**src/pkg/ssc_pkg.sv**
```systemverilog
// Summary of operation
// - Bit 15 enables step, resets zero.
// - Gain code 00=1, 01=2, 1x=4.
// - Bit 4 picks ground or input seven.
// - Codes 0000-0111 pick external inputs zero-seven.
// - Automatic codes ignore the negative-input bit.
// - Code 1001 shorts converter to ground.
// - Positive field resets 1001, rest zero.
package ssc_pkg;
  localparam logic [3:0] SETUP_OFFSET = 4'h0;
  localparam int ENABLE_BIT = 15;
  localparam int GAIN_HI = 14;
  localparam int GAIN_LO = 13;
  localparam int NEG_BIT = 4;
  localparam int POS_HI = 3;
  localparam int POS_LO = 0;
  localparam logic ENABLE_RESET = 1'h0;
  localparam logic [1:0] GAIN_RESET = 2'h0;
  localparam logic NEG_RESET = 1'h0;
  localparam logic [3:0] POS_RESET = 4'h9;
  localparam logic [3:0] POS_LAST_EXTERNAL = 4'h7;
  localparam logic [3:0] POS_GROUND_SHORT = 4'h9;
  localparam logic [2:0] GAIN_X1 = 3'h1;
  localparam logic [2:0] GAIN_X2 = 3'h2;
  localparam logic [2:0] GAIN_X4 = 3'h4;
endpackage

```
**src/verilog/ssc_decode.sv**
```systemverilog
`timescale 1ns/10ps
module ssc_decode (
  input wire logic [1:0] gain_code_i,
  input wire logic neg_sel_i,
  input wire logic [3:0] pos_sel_i,
  output logic [2:0] gain_factor_o,
  output logic neg_is_input_seven_o,
  output logic neg_automatic_o,
  output logic pos_external_o,
  output logic ground_short_o
);
  always_comb begin
    unique case (gain_code_i)
      2'h0: gain_factor_o = ssc_pkg::GAIN_X1;
      2'h1: gain_factor_o = ssc_pkg::GAIN_X2;
      2'h2, 2'h3: gain_factor_o = ssc_pkg::GAIN_X4;
    endcase
  end
  // Codes above the last external input pick internal sources with automatic negative input.
  assign neg_automatic_o = pos_sel_i > ssc_pkg::POS_LAST_EXTERNAL;
  assign pos_external_o = pos_sel_i <= ssc_pkg::POS_LAST_EXTERNAL;
  assign neg_is_input_seven_o = neg_sel_i && !neg_automatic_o;
  assign ground_short_o = pos_sel_i == ssc_pkg::POS_GROUND_SHORT;
endmodule

```
**src/verilog/ssc_step_nine.sv**
```systemverilog
// The register addresses and the Wishbone slave port were chosen for this implementation.
`timescale 1ns/10ps
module ssc_step_nine (
  input wire logic clk_i,
  input wire logic rst_i,
  input wire logic wb_cyc_i,
  input wire logic wb_stb_i,
  input wire logic wb_we_i,
  input wire logic [3:0] wb_adr_i,
  input wire logic [1:0] wb_sel_i,
  input wire logic [15:0] wb_dat_i,
  output logic [15:0] wb_dat_o,
  output logic wb_ack_o,
  output logic wb_err_o,
  output logic step_nine_enable_o,
  output logic [1:0] step_nine_gain_select_o,
  output logic [2:0] gain_factor_o,
  output logic step_nine_negative_input_o,
  output logic neg_is_input_seven_o,
  output logic neg_automatic_o,
  output logic [3:0] step_nine_positive_input_o,
  output logic pos_external_o,
  output logic ground_short_o
);
  // Bits that belong to a defined field; every other bit of the word reads as zero.
  localparam logic [15:0] FIELD_MASK = (16'h0001 << ssc_pkg::ENABLE_BIT) |
    (16'h0003 << ssc_pkg::GAIN_LO) |
    (16'h0001 << ssc_pkg::NEG_BIT) |
    (16'h000F << ssc_pkg::POS_LO);

  // Bus handshake.
  logic ack_q;
  logic err_q;
  logic req;
  logic hit;
  logic wr_take;
  logic rd_take;
  logic lane_hi_we;
  logic lane_lo_we;
  wire logic [15:0] wr_bit;

  // Field registers and the values they take at the next edge.
  logic en_q;
  logic en_d;
  logic [1:0] gain_q;
  logic [1:0] gain_d;
  logic neg_q;
  logic neg_d;
  logic [3:0] pos_q;
  logic [3:0] pos_d;

  // Decoded views of the fields.
  logic [2:0] gain_factor_d;
  logic [2:0] gain_factor_q;
  logic neg_seven_d;
  logic neg_seven_q;
  logic neg_auto_d;
  logic neg_auto_q;
  logic pos_ext_d;
  logic pos_ext_q;
  logic short_d;
  logic short_q;

  // Read path.
  logic [15:0] field_word;
  wire logic [15:0] rd_d;
  logic [15:0] rd_q;

  // A request is taken only while no answer is pending, so a strobe held high after ack is answered
  // every other cycle and writes the register again with each answer.
  assign req = wb_cyc_i && wb_stb_i && !ack_q && !err_q;
  assign hit = wb_adr_i == ssc_pkg::SETUP_OFFSET;
  assign wr_take = req && hit && wb_we_i;
  assign rd_take = req && hit && !wb_we_i;
  assign lane_hi_we = wr_take && wb_sel_i[1];
  assign lane_lo_we = wr_take && wb_sel_i[0];

  // Each bit follows the byte lane it sits in, so moving a field never needs a second edit here.
  for (genvar b = 0; b < 16; b++) begin : g_wr_bit
    assign wr_bit[b] = (b >= 8) ? lane_hi_we : lane_lo_we;
  end

  // Ack stands for exactly one cycle; the next request can be taken in the cycle after it.
  always_ff @(posedge clk_i) begin
    if (rst_i) begin
      ack_q <= 1'b0;
    end else begin
      ack_q <= req && hit;
    end
  end

  // An unmapped address is answered with err so that a stray access cannot hang the bus.
  always_ff @(posedge clk_i) begin
    if (rst_i) begin
      err_q <= 1'b0;
    end else begin
      err_q <= req && !hit;
    end
  end

  // Reset is folded into the next values so that the fields and their decoded views leave reset together.
  always_comb begin
    en_d = en_q;
    if (rst_i) begin
      en_d = ssc_pkg::ENABLE_RESET;
    end else if (wr_bit[ssc_pkg::ENABLE_BIT]) begin
      en_d = wb_dat_i[ssc_pkg::ENABLE_BIT];
    end
  end

  always_comb begin
    gain_d = gain_q;
    if (rst_i) begin
      gain_d = ssc_pkg::GAIN_RESET;
    end else if (wr_bit[ssc_pkg::GAIN_HI]) begin
      gain_d = wb_dat_i[ssc_pkg::GAIN_HI:ssc_pkg::GAIN_LO];
    end
  end

  always_comb begin
    neg_d = neg_q;
    if (rst_i) begin
      neg_d = ssc_pkg::NEG_RESET;
    end else if (wr_bit[ssc_pkg::NEG_BIT]) begin
      neg_d = wb_dat_i[ssc_pkg::NEG_BIT];
    end
  end

  always_comb begin
    pos_d = pos_q;
    if (rst_i) begin
      pos_d = ssc_pkg::POS_RESET;
    end else if (wr_bit[ssc_pkg::POS_LO]) begin
      pos_d = wb_dat_i[ssc_pkg::POS_HI:ssc_pkg::POS_LO];
    end
  end

  // No reset branch is needed below: the next values already carry the reset.
  always_ff @(posedge clk_i) begin
    en_q <= en_d;
  end

  always_ff @(posedge clk_i) begin
    gain_q <= gain_d;
  end

  always_ff @(posedge clk_i) begin
    neg_q <= neg_d;
  end

  always_ff @(posedge clk_i) begin
    pos_q <= pos_d;
  end

  // The decoder sees the next field values, so its registered outputs never lag the fields by a cycle.
  ssc_decode u_decode (
    .gain_code_i(gain_d),
    .neg_sel_i(neg_d),
    .pos_sel_i(pos_d),
    .gain_factor_o(gain_factor_d),
    .neg_is_input_seven_o(neg_seven_d),
    .neg_automatic_o(neg_auto_d),
    .pos_external_o(pos_ext_d),
    .ground_short_o(short_d)
  );

  always_ff @(posedge clk_i) begin
    gain_factor_q <= gain_factor_d;
  end

  always_ff @(posedge clk_i) begin
    neg_seven_q <= neg_seven_d;
  end

  always_ff @(posedge clk_i) begin
    neg_auto_q <= neg_auto_d;
  end

  always_ff @(posedge clk_i) begin
    pos_ext_q <= pos_ext_d;
  end

  always_ff @(posedge clk_i) begin
    short_q <= short_d;
  end

  // The word as stored, before reserved bits are masked.
  always_comb begin
    field_word = 16'h0000;
    field_word[ssc_pkg::ENABLE_BIT] = en_q;
    field_word[ssc_pkg::GAIN_HI:ssc_pkg::GAIN_LO] = gain_q;
    field_word[ssc_pkg::NEG_BIT] = neg_q;
    field_word[ssc_pkg::POS_HI:ssc_pkg::POS_LO] = pos_q;
  end

  // Masking bit by bit keeps reserved bits low even if a field position changes.
  for (genvar b = 0; b < 16; b++) begin : g_rd_bit
    assign rd_d[b] = FIELD_MASK[b] && field_word[b];
  end

  // Read data is zero on writes and errors, so the bus never shows a value it was not asked for.
  always_ff @(posedge clk_i) begin
    if (rst_i) begin
      rd_q <= 16'h0000;
    end else if (req) begin
      rd_q <= rd_take ? rd_d : 16'h0000;
    end
  end

  // Every data output below comes straight from a flip-flop.
  assign wb_dat_o = rd_q;
  assign wb_ack_o = ack_q;
  assign wb_err_o = err_q;
  assign step_nine_enable_o = en_q;
  assign step_nine_gain_select_o = gain_q;
  assign step_nine_negative_input_o = neg_q;
  assign step_nine_positive_input_o = pos_q;
  assign gain_factor_o = gain_factor_q;
  assign neg_is_input_seven_o = neg_seven_q;
  assign neg_automatic_o = neg_auto_q;
  assign pos_external_o = pos_ext_q;
  assign ground_short_o = short_q;
endmodule

```
**config.mk**
```make
export PLATFORM = sky130hd
export DESIGN_NAME = ssc_step_nine
export DESIGN_NICKNAME = d
export VERILOG_FILES = /design/src/pkg/ssc_pkg.sv /design/src/verilog/ssc_decode.sv /design/src/verilog/ssc_step_nine.sv
export SDC_FILE = /design/constraint.sdc
export NUM_CORES = 1
export LEC_CHECK = 0
export ABC_AREA = 0
export BUFFER_PORTS_ARGS = -buffer_cell sky130_fd_sc_hd__clkbuf_2
export CAP_MARGIN = 20
export CORE_MARGIN = 2
export CORE_UTILIZATION = 39
export CTS_CLUSTER_SIZE = 25
export DETAILED_ROUTE_END_ITERATION = 7
export HOLD_SLACK_MARGIN = 0.08
export PLACE_DENSITY = 0.74
export SLEW_MARGIN = 20
export SYNTH_ARGS = -nofsm -noshare
export SYNTH_HDL_FRONTEND = slang
export SYNTH_SLANG_ARGS = --single-unit
```
**constraint.sdc**
```tcl
create_clock -name clk_i -period 1.5 [get_ports clk_i]
set_clock_uncertainty 0.1 [all_clocks]
set_input_delay 0.075 -clock clk_i [delete_from_list [all_inputs] [get_ports clk_i]]
set_output_delay 0.075 -clock clk_i [all_outputs]
set_load 0.02 [all_outputs]
```
==> results of run 1 <==
-- area by class of cell --
cell class	instances	area (um^2)
Timing Repair Buffer	63	403
Multi-Input combinational cell	82	542
Sequential cell	24	485
Tap cell	31	38.8
Clock buffer	4	47.5
Fill cell	262	1220
-- per-layer routing --
layer  global-route usage (%)  share of wire, %  wire length [um]  vias to the layer above
met2                     24.8                48              1180                       38
met5                        0                 0                 0                        -
met4                     9.30               2.0                48                        0
li1                         -                 -                 -                      493
met3                     2.27               7.5               182                        4
met1                     18.6                42              1030                      457
-- cell families (layout without fill, tap and decap cells) --
| kind of cell | Yosys count | count (layout) | share of synthesized area [%] |
|---|---|---|---|
| muxes | 14 | 14 | 13.6 |
| and+or+nand+nor | 50 | 50 | 26.7 |
| other | 1 | 8 | 0.337 |
| buffers and inverters | 17 | 67 | 11.5 |
| DFF | 24 | 24 | 43.2 |
| AOI/OAI and AO/OA | 10 | 10 | 4.72 |
-- critical path: cells and delay by family (launching register included) --
kind,cells,cell delay (ps)
multiplexers,1,310
flip-flops,1,370
AND/OR/NAND/NOR,2,610
-- what timing repair did --
item                       in CTS  in global routing
pin swaps                       0                  2
hold endpoints to repair       22                  0
setup endpoints to repair       1                 11
hold buffers                   12                  0
resized for setup               1                  4
buffers inserted                0                  1
-- registers in the layout, summed over array words and instances, names as in the netlist --
signal / flops
pos_external_o: 1
ground_short_o: 1
step_nine_negative_input_o: 1
step_nine_gain_select_o: 2
wb_err_o: 1
neg_automatic_o: 1
gain_factor_o: 3
step_nine_enable_o: 1
wb_dat_o: 8
neg_is_input_seven_o: 1
step_nine_positive_input_o: 3
wb_ack_o: 1
-- layout by cell type (no fill, tap or decap), types with 2 or more instances in the layout --
cell and n:
nand4b_1 8, and4_4 2, nand2b_1 12, buf_4 6
mux2i_1 11, mux2_4 2, a31oi_1 2, clkbuf_4 3
buf_6 2, nor2_1 15, dfxtp_1 22, a21oi_1 8
nand2_1 9, clkbuf_2 43, conb_1 8, dlygate4sd3_1 12
-- metrics by stage --
stage	hold WS, ps	TNS (ps)	area (um^2)	utilization (%)	setup slack, ps
floorplan	130	-205	1150	-	-103
detailed placement	233	0	1320	48.4	36.5
global placement	221	0	1320	48.4	24.7
global route	122	0	1520	55.5	1.13
finish	125	0	1520	55.5	21.3
CTS	101	0	1490	54.5	12.7
-- power by group --
group          switching (uW)  leakage (uW)  internal, uW  total, uW
Combinational            70.6      0.000434          65.1        136
Sequential               1.55      0.000195           639        640
Clock                     198     0.0000261           203        401
Total                     270      0.000655           907       1180
-- worst paths after layout --
kind                     endpoint  slack (ps)  cells after the start
max          neg_is_input_seven_o          20                      3
min                   wb_dat_o[2]         120                      5
max reg2reg  neg_is_input_seven_o          20                      3
min reg2reg           wb_dat_o[1]         360                      2
==> impl_results.md, run 1 <==
- Final worst path period share: 98.6%
- Largest net degree at the start of global routing: 17
- FFs w/ async S/R, synth: 0%
- Critical path, cell by cell: and4bb_2, and4_4, mux2_4
- CTS tree: yes
- Initial antenna violation count: 0
- Critical path type: reg2reg
- Peak VDD IR: 0.000551 V
- CTS Buf Count: 3
- Dominant cells by area after synthesis: dfxtp_1, mux2i_1, buf_4
- Ratio of cells with drive above 1 in the final layout: 36.4%
- Critical path endpoint category: register
- Core box area: 0.00273 mm^2
- Clock transition at the registers of the reported paths: 130 ps
- Htree depth: 1
- # diodes: 0
- First-pass GRT wire length: 3.85 mm
- Status: completed
- Congestion Overflow GR: 0
- Hold Fails Final Rpt: 0
- Nets: 201
- First-pass iteration count of the detailed router: 4
- Final setup viols: 0
- Top-area cell type share of the netlist area: 43.2%
- Synth unique cells: 23
- HP Start: wb_adr_i[0]
- Final Power: 1180 uW
- Die width: 57.4 um
- Synth area leader: dfxtp_1
- CP arrival: 1590 ps
- Routed vias: 992
- Area growth from synthesis to layout: 36.3%
- Routed wire length per instance: 12.0 um
- Syn. warnings: 0
- #FFs+latches synth: 24
- Critical path required time: 1620 ps
- Total routed wirelength: 2.44 mm
- # IOs: 60
- Min cycle time layout: 1480 ps
- Slew Viols, Final: 0
- Ys flop type: dfxtp_1
- Register area share after synthesis: 43.2%
- GP Congestion: 0.715
- Vias per std cell: 4.86
- DP Wirelength: 1.88 mm
- GRT Total Usage: 15.2%
- Port bufs: 43
- Startpoint types: register
- CP max stage delay: 370 ps
- Power Dens Cells: 776 mW/mm^2
- Post-Syn Instances: 116
- Leak pwr: 0.000655 uW
- Routed Antenna Nets: 0
- Number of global-route vias before repair: 897
- Count leader, synth: dfxtp_1
- DR DRC count: 0
- Worst-skew pair later-pin latency: 310 ps
- HP Class: in2reg
- Post-synth EDFFs: 0
- Slowest CP cell: dfxtp_4
- Crit. Startpoint: wb_err_o
- Max frequency: 0.676 GHz
- Post-synth top cells: dfxtp_1, nor2_1, nand2b_1, mux2i_1, buf_4
- Die Area: 0.00330 mm^2
- Unrepaired setup endpoints after global routing: false
- Critical Path Fanout Max: 4
- Clk buf depth: 2
- Die height: 57.4 um
- Initial Utilization: 40.7%
- Placed cell count: 187
- Reg2reg start: wb_err_o
- Layout Cells excl Fill: 204
- Cell area after synthesis: 0.00111 mm^2
- Avg Cell Area, Syn: 9.59 um^2
- MaxCap Viol Count: 0
- Root Driver: clkbuf_4
- FP Rows: 19
- Iter 0 DRT Violations: 33
- Sink Count: 24
Power figures use the tool's default switching activity.
==> inputs of run 2 (changes only) <==
--- a/config.mk
+++ b/config.mk
@@ -8,6 +8,7 @@
 export ABC_AREA = 0
 export BUFFER_PORTS_ARGS = -buffer_cell sky130_fd_sc_hd__clkbuf_2
 export CAP_MARGIN = 20
+export CORE_ASPECT_RATIO = 1.75
 export CORE_MARGIN = 2
 export CORE_UTILIZATION = 39
 export CTS_CLUSTER_SIZE = 25
==> run 2 against run 1 <==
Against the previous run: clock power is 6.0% lower; fmax up 1.1%; die area up 0.51%; global-route usage shrank 1.0 points; final cell count down 3.9%; non-clock buffer count is 4 lower; critical path depth is the same; combinational power is 9.6% lower; first-iteration DRC count fell by 12%; sequential power hardly changed; critical path type unchanged; critical endpoint unchanged; largest cell class unchanged; highest routed layer unchanged.
==> impl_results.md, run 2 (synthesis gave the netlist of run 1 again) <==
- Slowest CP cell: dfxtp_4
- Initial Utilization: 40.9% (+0.19 points)
- Critical path required time: 1550 ps (-70 ps)
- Unrepaired setup endpoints after global routing: true
- Routed vias: 961 (-3.1%)
- Vias per std cell: 4.90 (+0.83%)
- Commonest non-fill, non-tap cell in the layout: clkbuf_2
- First-pass GRT wire length: 3.59 mm (-6.6%)
- Slew Viols, Final: 0 (unchanged)
- # IOs: 60 (unchanged)
- Max reg flops: 8 (unchanged)
- Final worst slack: 37.0 ps (+15.7 ps)
- GRT Total Usage: 14.1% (-1.0 points)
- Post-route setup TNS: 0 ps (unchanged)
- Critical Path Fanout Max: 4 (unchanged)
- FP Rows: 25 (+6)
- Ratio of cells with drive above 1 in the final layout: 36.1% (-0.32 points)
- Congestion Overflow GR: 0 (unchanged)
- Hold slack: 98.0 ps (-26.8 ps)
- Die width: 44.4 um (-23%)
- CP max stage delay: 350 ps (-20 ps)
- Critical path, cell by cell: and4bb_2, and4_4, mux2_4
- Peak VDD IR: 0.000584 V (+6.0%)
- Min cycle time layout: 1460 ps (-15.7 ps)
- Routed wire length per instance: 11.8 um (-1.8%)
- MaxCap Viol Count: 0 (unchanged)
- CTS Buf Count: 3 (unchanged)
- Critical path endpoint category: register
- Layout Cells excl Fill: 196 (-3.9%)
- Fill count: 250 (-4.6%)
- Sink Count: 24 (unchanged)
- Max frequency: 0.684 GHz (+1.1%)
- Die Area: 0.00331 mm^2 (+0.51%)
- First-pass iteration count of the detailed router: 4 (unchanged)
- Largest net degree at the start of global routing: 21 (+4)
- Iter 0 DRT Violations: 29 (-12%)
- DP Wirelength: 1.91 mm (+1.5%)
- Core box area: 0.00272 mm^2 (-0.46%)
- CTS tree: yes
- Final setup viols: 0 (unchanged)
- Clock transition at the registers of the reported paths: 80 ps (-50 ps)
- Total routed wirelength: 2.30 mm (-5.7%)
- Power Dens Cells: 782 mW/mm^2 (+0.75%)
- Pre-CTS setup slack: 37.7 ps (+1.16 ps)
- Status: completed
- Port bufs: 43 (unchanged)
- Htree depth: 1 (unchanged)
- Root Driver: clkbuf_8
- Initial antenna violation count: 0 (unchanged)
- DR DRC count: 0 (unchanged)
- HP Class: in2reg
- Number of global-route vias before repair: 867 (-3.3%)
- CP arrival: 1510 ps (-80 ps)
- # diodes: 0 (unchanged)
- Startpoint types: register
- Worst-skew pair later-pin latency: 260 ps (-50 ps)
- Nets: 197 (-2.0%)
- Leak pwr: 0.000630 uW (-3.7%)
- GP Congestion: 0.748 (+4.6%)
- Area growth from synthesis to layout: 31.0%
- Final worst path period share: 97.5% (-1.0 points)
- Critical path type: reg2reg
- Clk buf depth: 2 (unchanged)
- Placed cell count: 184 (-1.6%)
- Most frequent cells in the layout: clkbuf_2, dfxtp_1, nor2_1
- Hold Fails Final Rpt: 0 (unchanged)
- Routed Antenna Nets: 0 (unchanged)
- Die height: 74.7 um (+30%)
[run 2: cell types whose count changed in the layout (fill, tap and decap cells not counted), sizes merged]
cell         before  now
dlygate4sd3      12    8
[run 2: final timing paths]
| path | start | endpoint | slack (ps) | cells past startpoint |
|---|---|---|---|---|
| worst max-delay path | wb_err_o | neg_is_input_seven_o | 40 | 3 |
| worst min-delay path | wb_we_i | wb_dat_o[15] | 100 | 3 |
| worst max register to register | wb_err_o | neg_is_input_seven_o | 40 | 3 |
| worst min register to register | wb_dat_o[15] | wb_dat_o[15] | 360 | 2 |
[run 2: metal layers]
layer / vias up / global-route usage (%) / routed length [um]
li1: 483 / - / -
met1: 443 / 16.2 / 892
met5: - / 0 / 0
met2: 29 / 26.0 / 1250
met4: 0 / 5.05 / 49
met3: 6 / 1.92 / 115
[run 2: cell type report]
| cell class | instances | area [um^2] | share of cell area, % |
|---|---|---|---|
| timing repair buffer | 59 | 363 | 24.9 |
| multi-input combinational | 82 | 531 | 36.4 |
| sequential | 24 | 485 | 33.3 |
| tap | 27 | 33.8 | 2.32 |
| clock buffer | 4 | 45.0 | 3.09 |
[run 2: worst max-delay path, delay by kind of cell (launching register included)]
family / cells / cell delay (ps)
simple gates: 2 / 610
flops: 1 / 350
mux: 1 / 300
[run 2: repair_timing]
action,CTS,global route
hold buffers,8,0
setup endpoints to repair,0,14
buffers inserted,0,0
resized for setup,0,3
endpoints found under the hold margin,12,0
[run 2: through the flow]
step                      power, uW  cell area [um^2]  utilization (%)
after floorplan                 736              1150                -
after global placement          759              1330             48.7
after detailed placement        761              1330             48.7
after CTS                      1150              1450             53.3
after global routing           1180              1460             53.6
final                          1140              1460             53.6
[run 2: power breakdown]
part / internal, uW / switching, uW / total (uW)
clock: 189 / 188 / 377
sequential: 638 / 1.51 / 639
combinational: 56.7 / 66.7 / 123
total: 884 / 256 / 1140
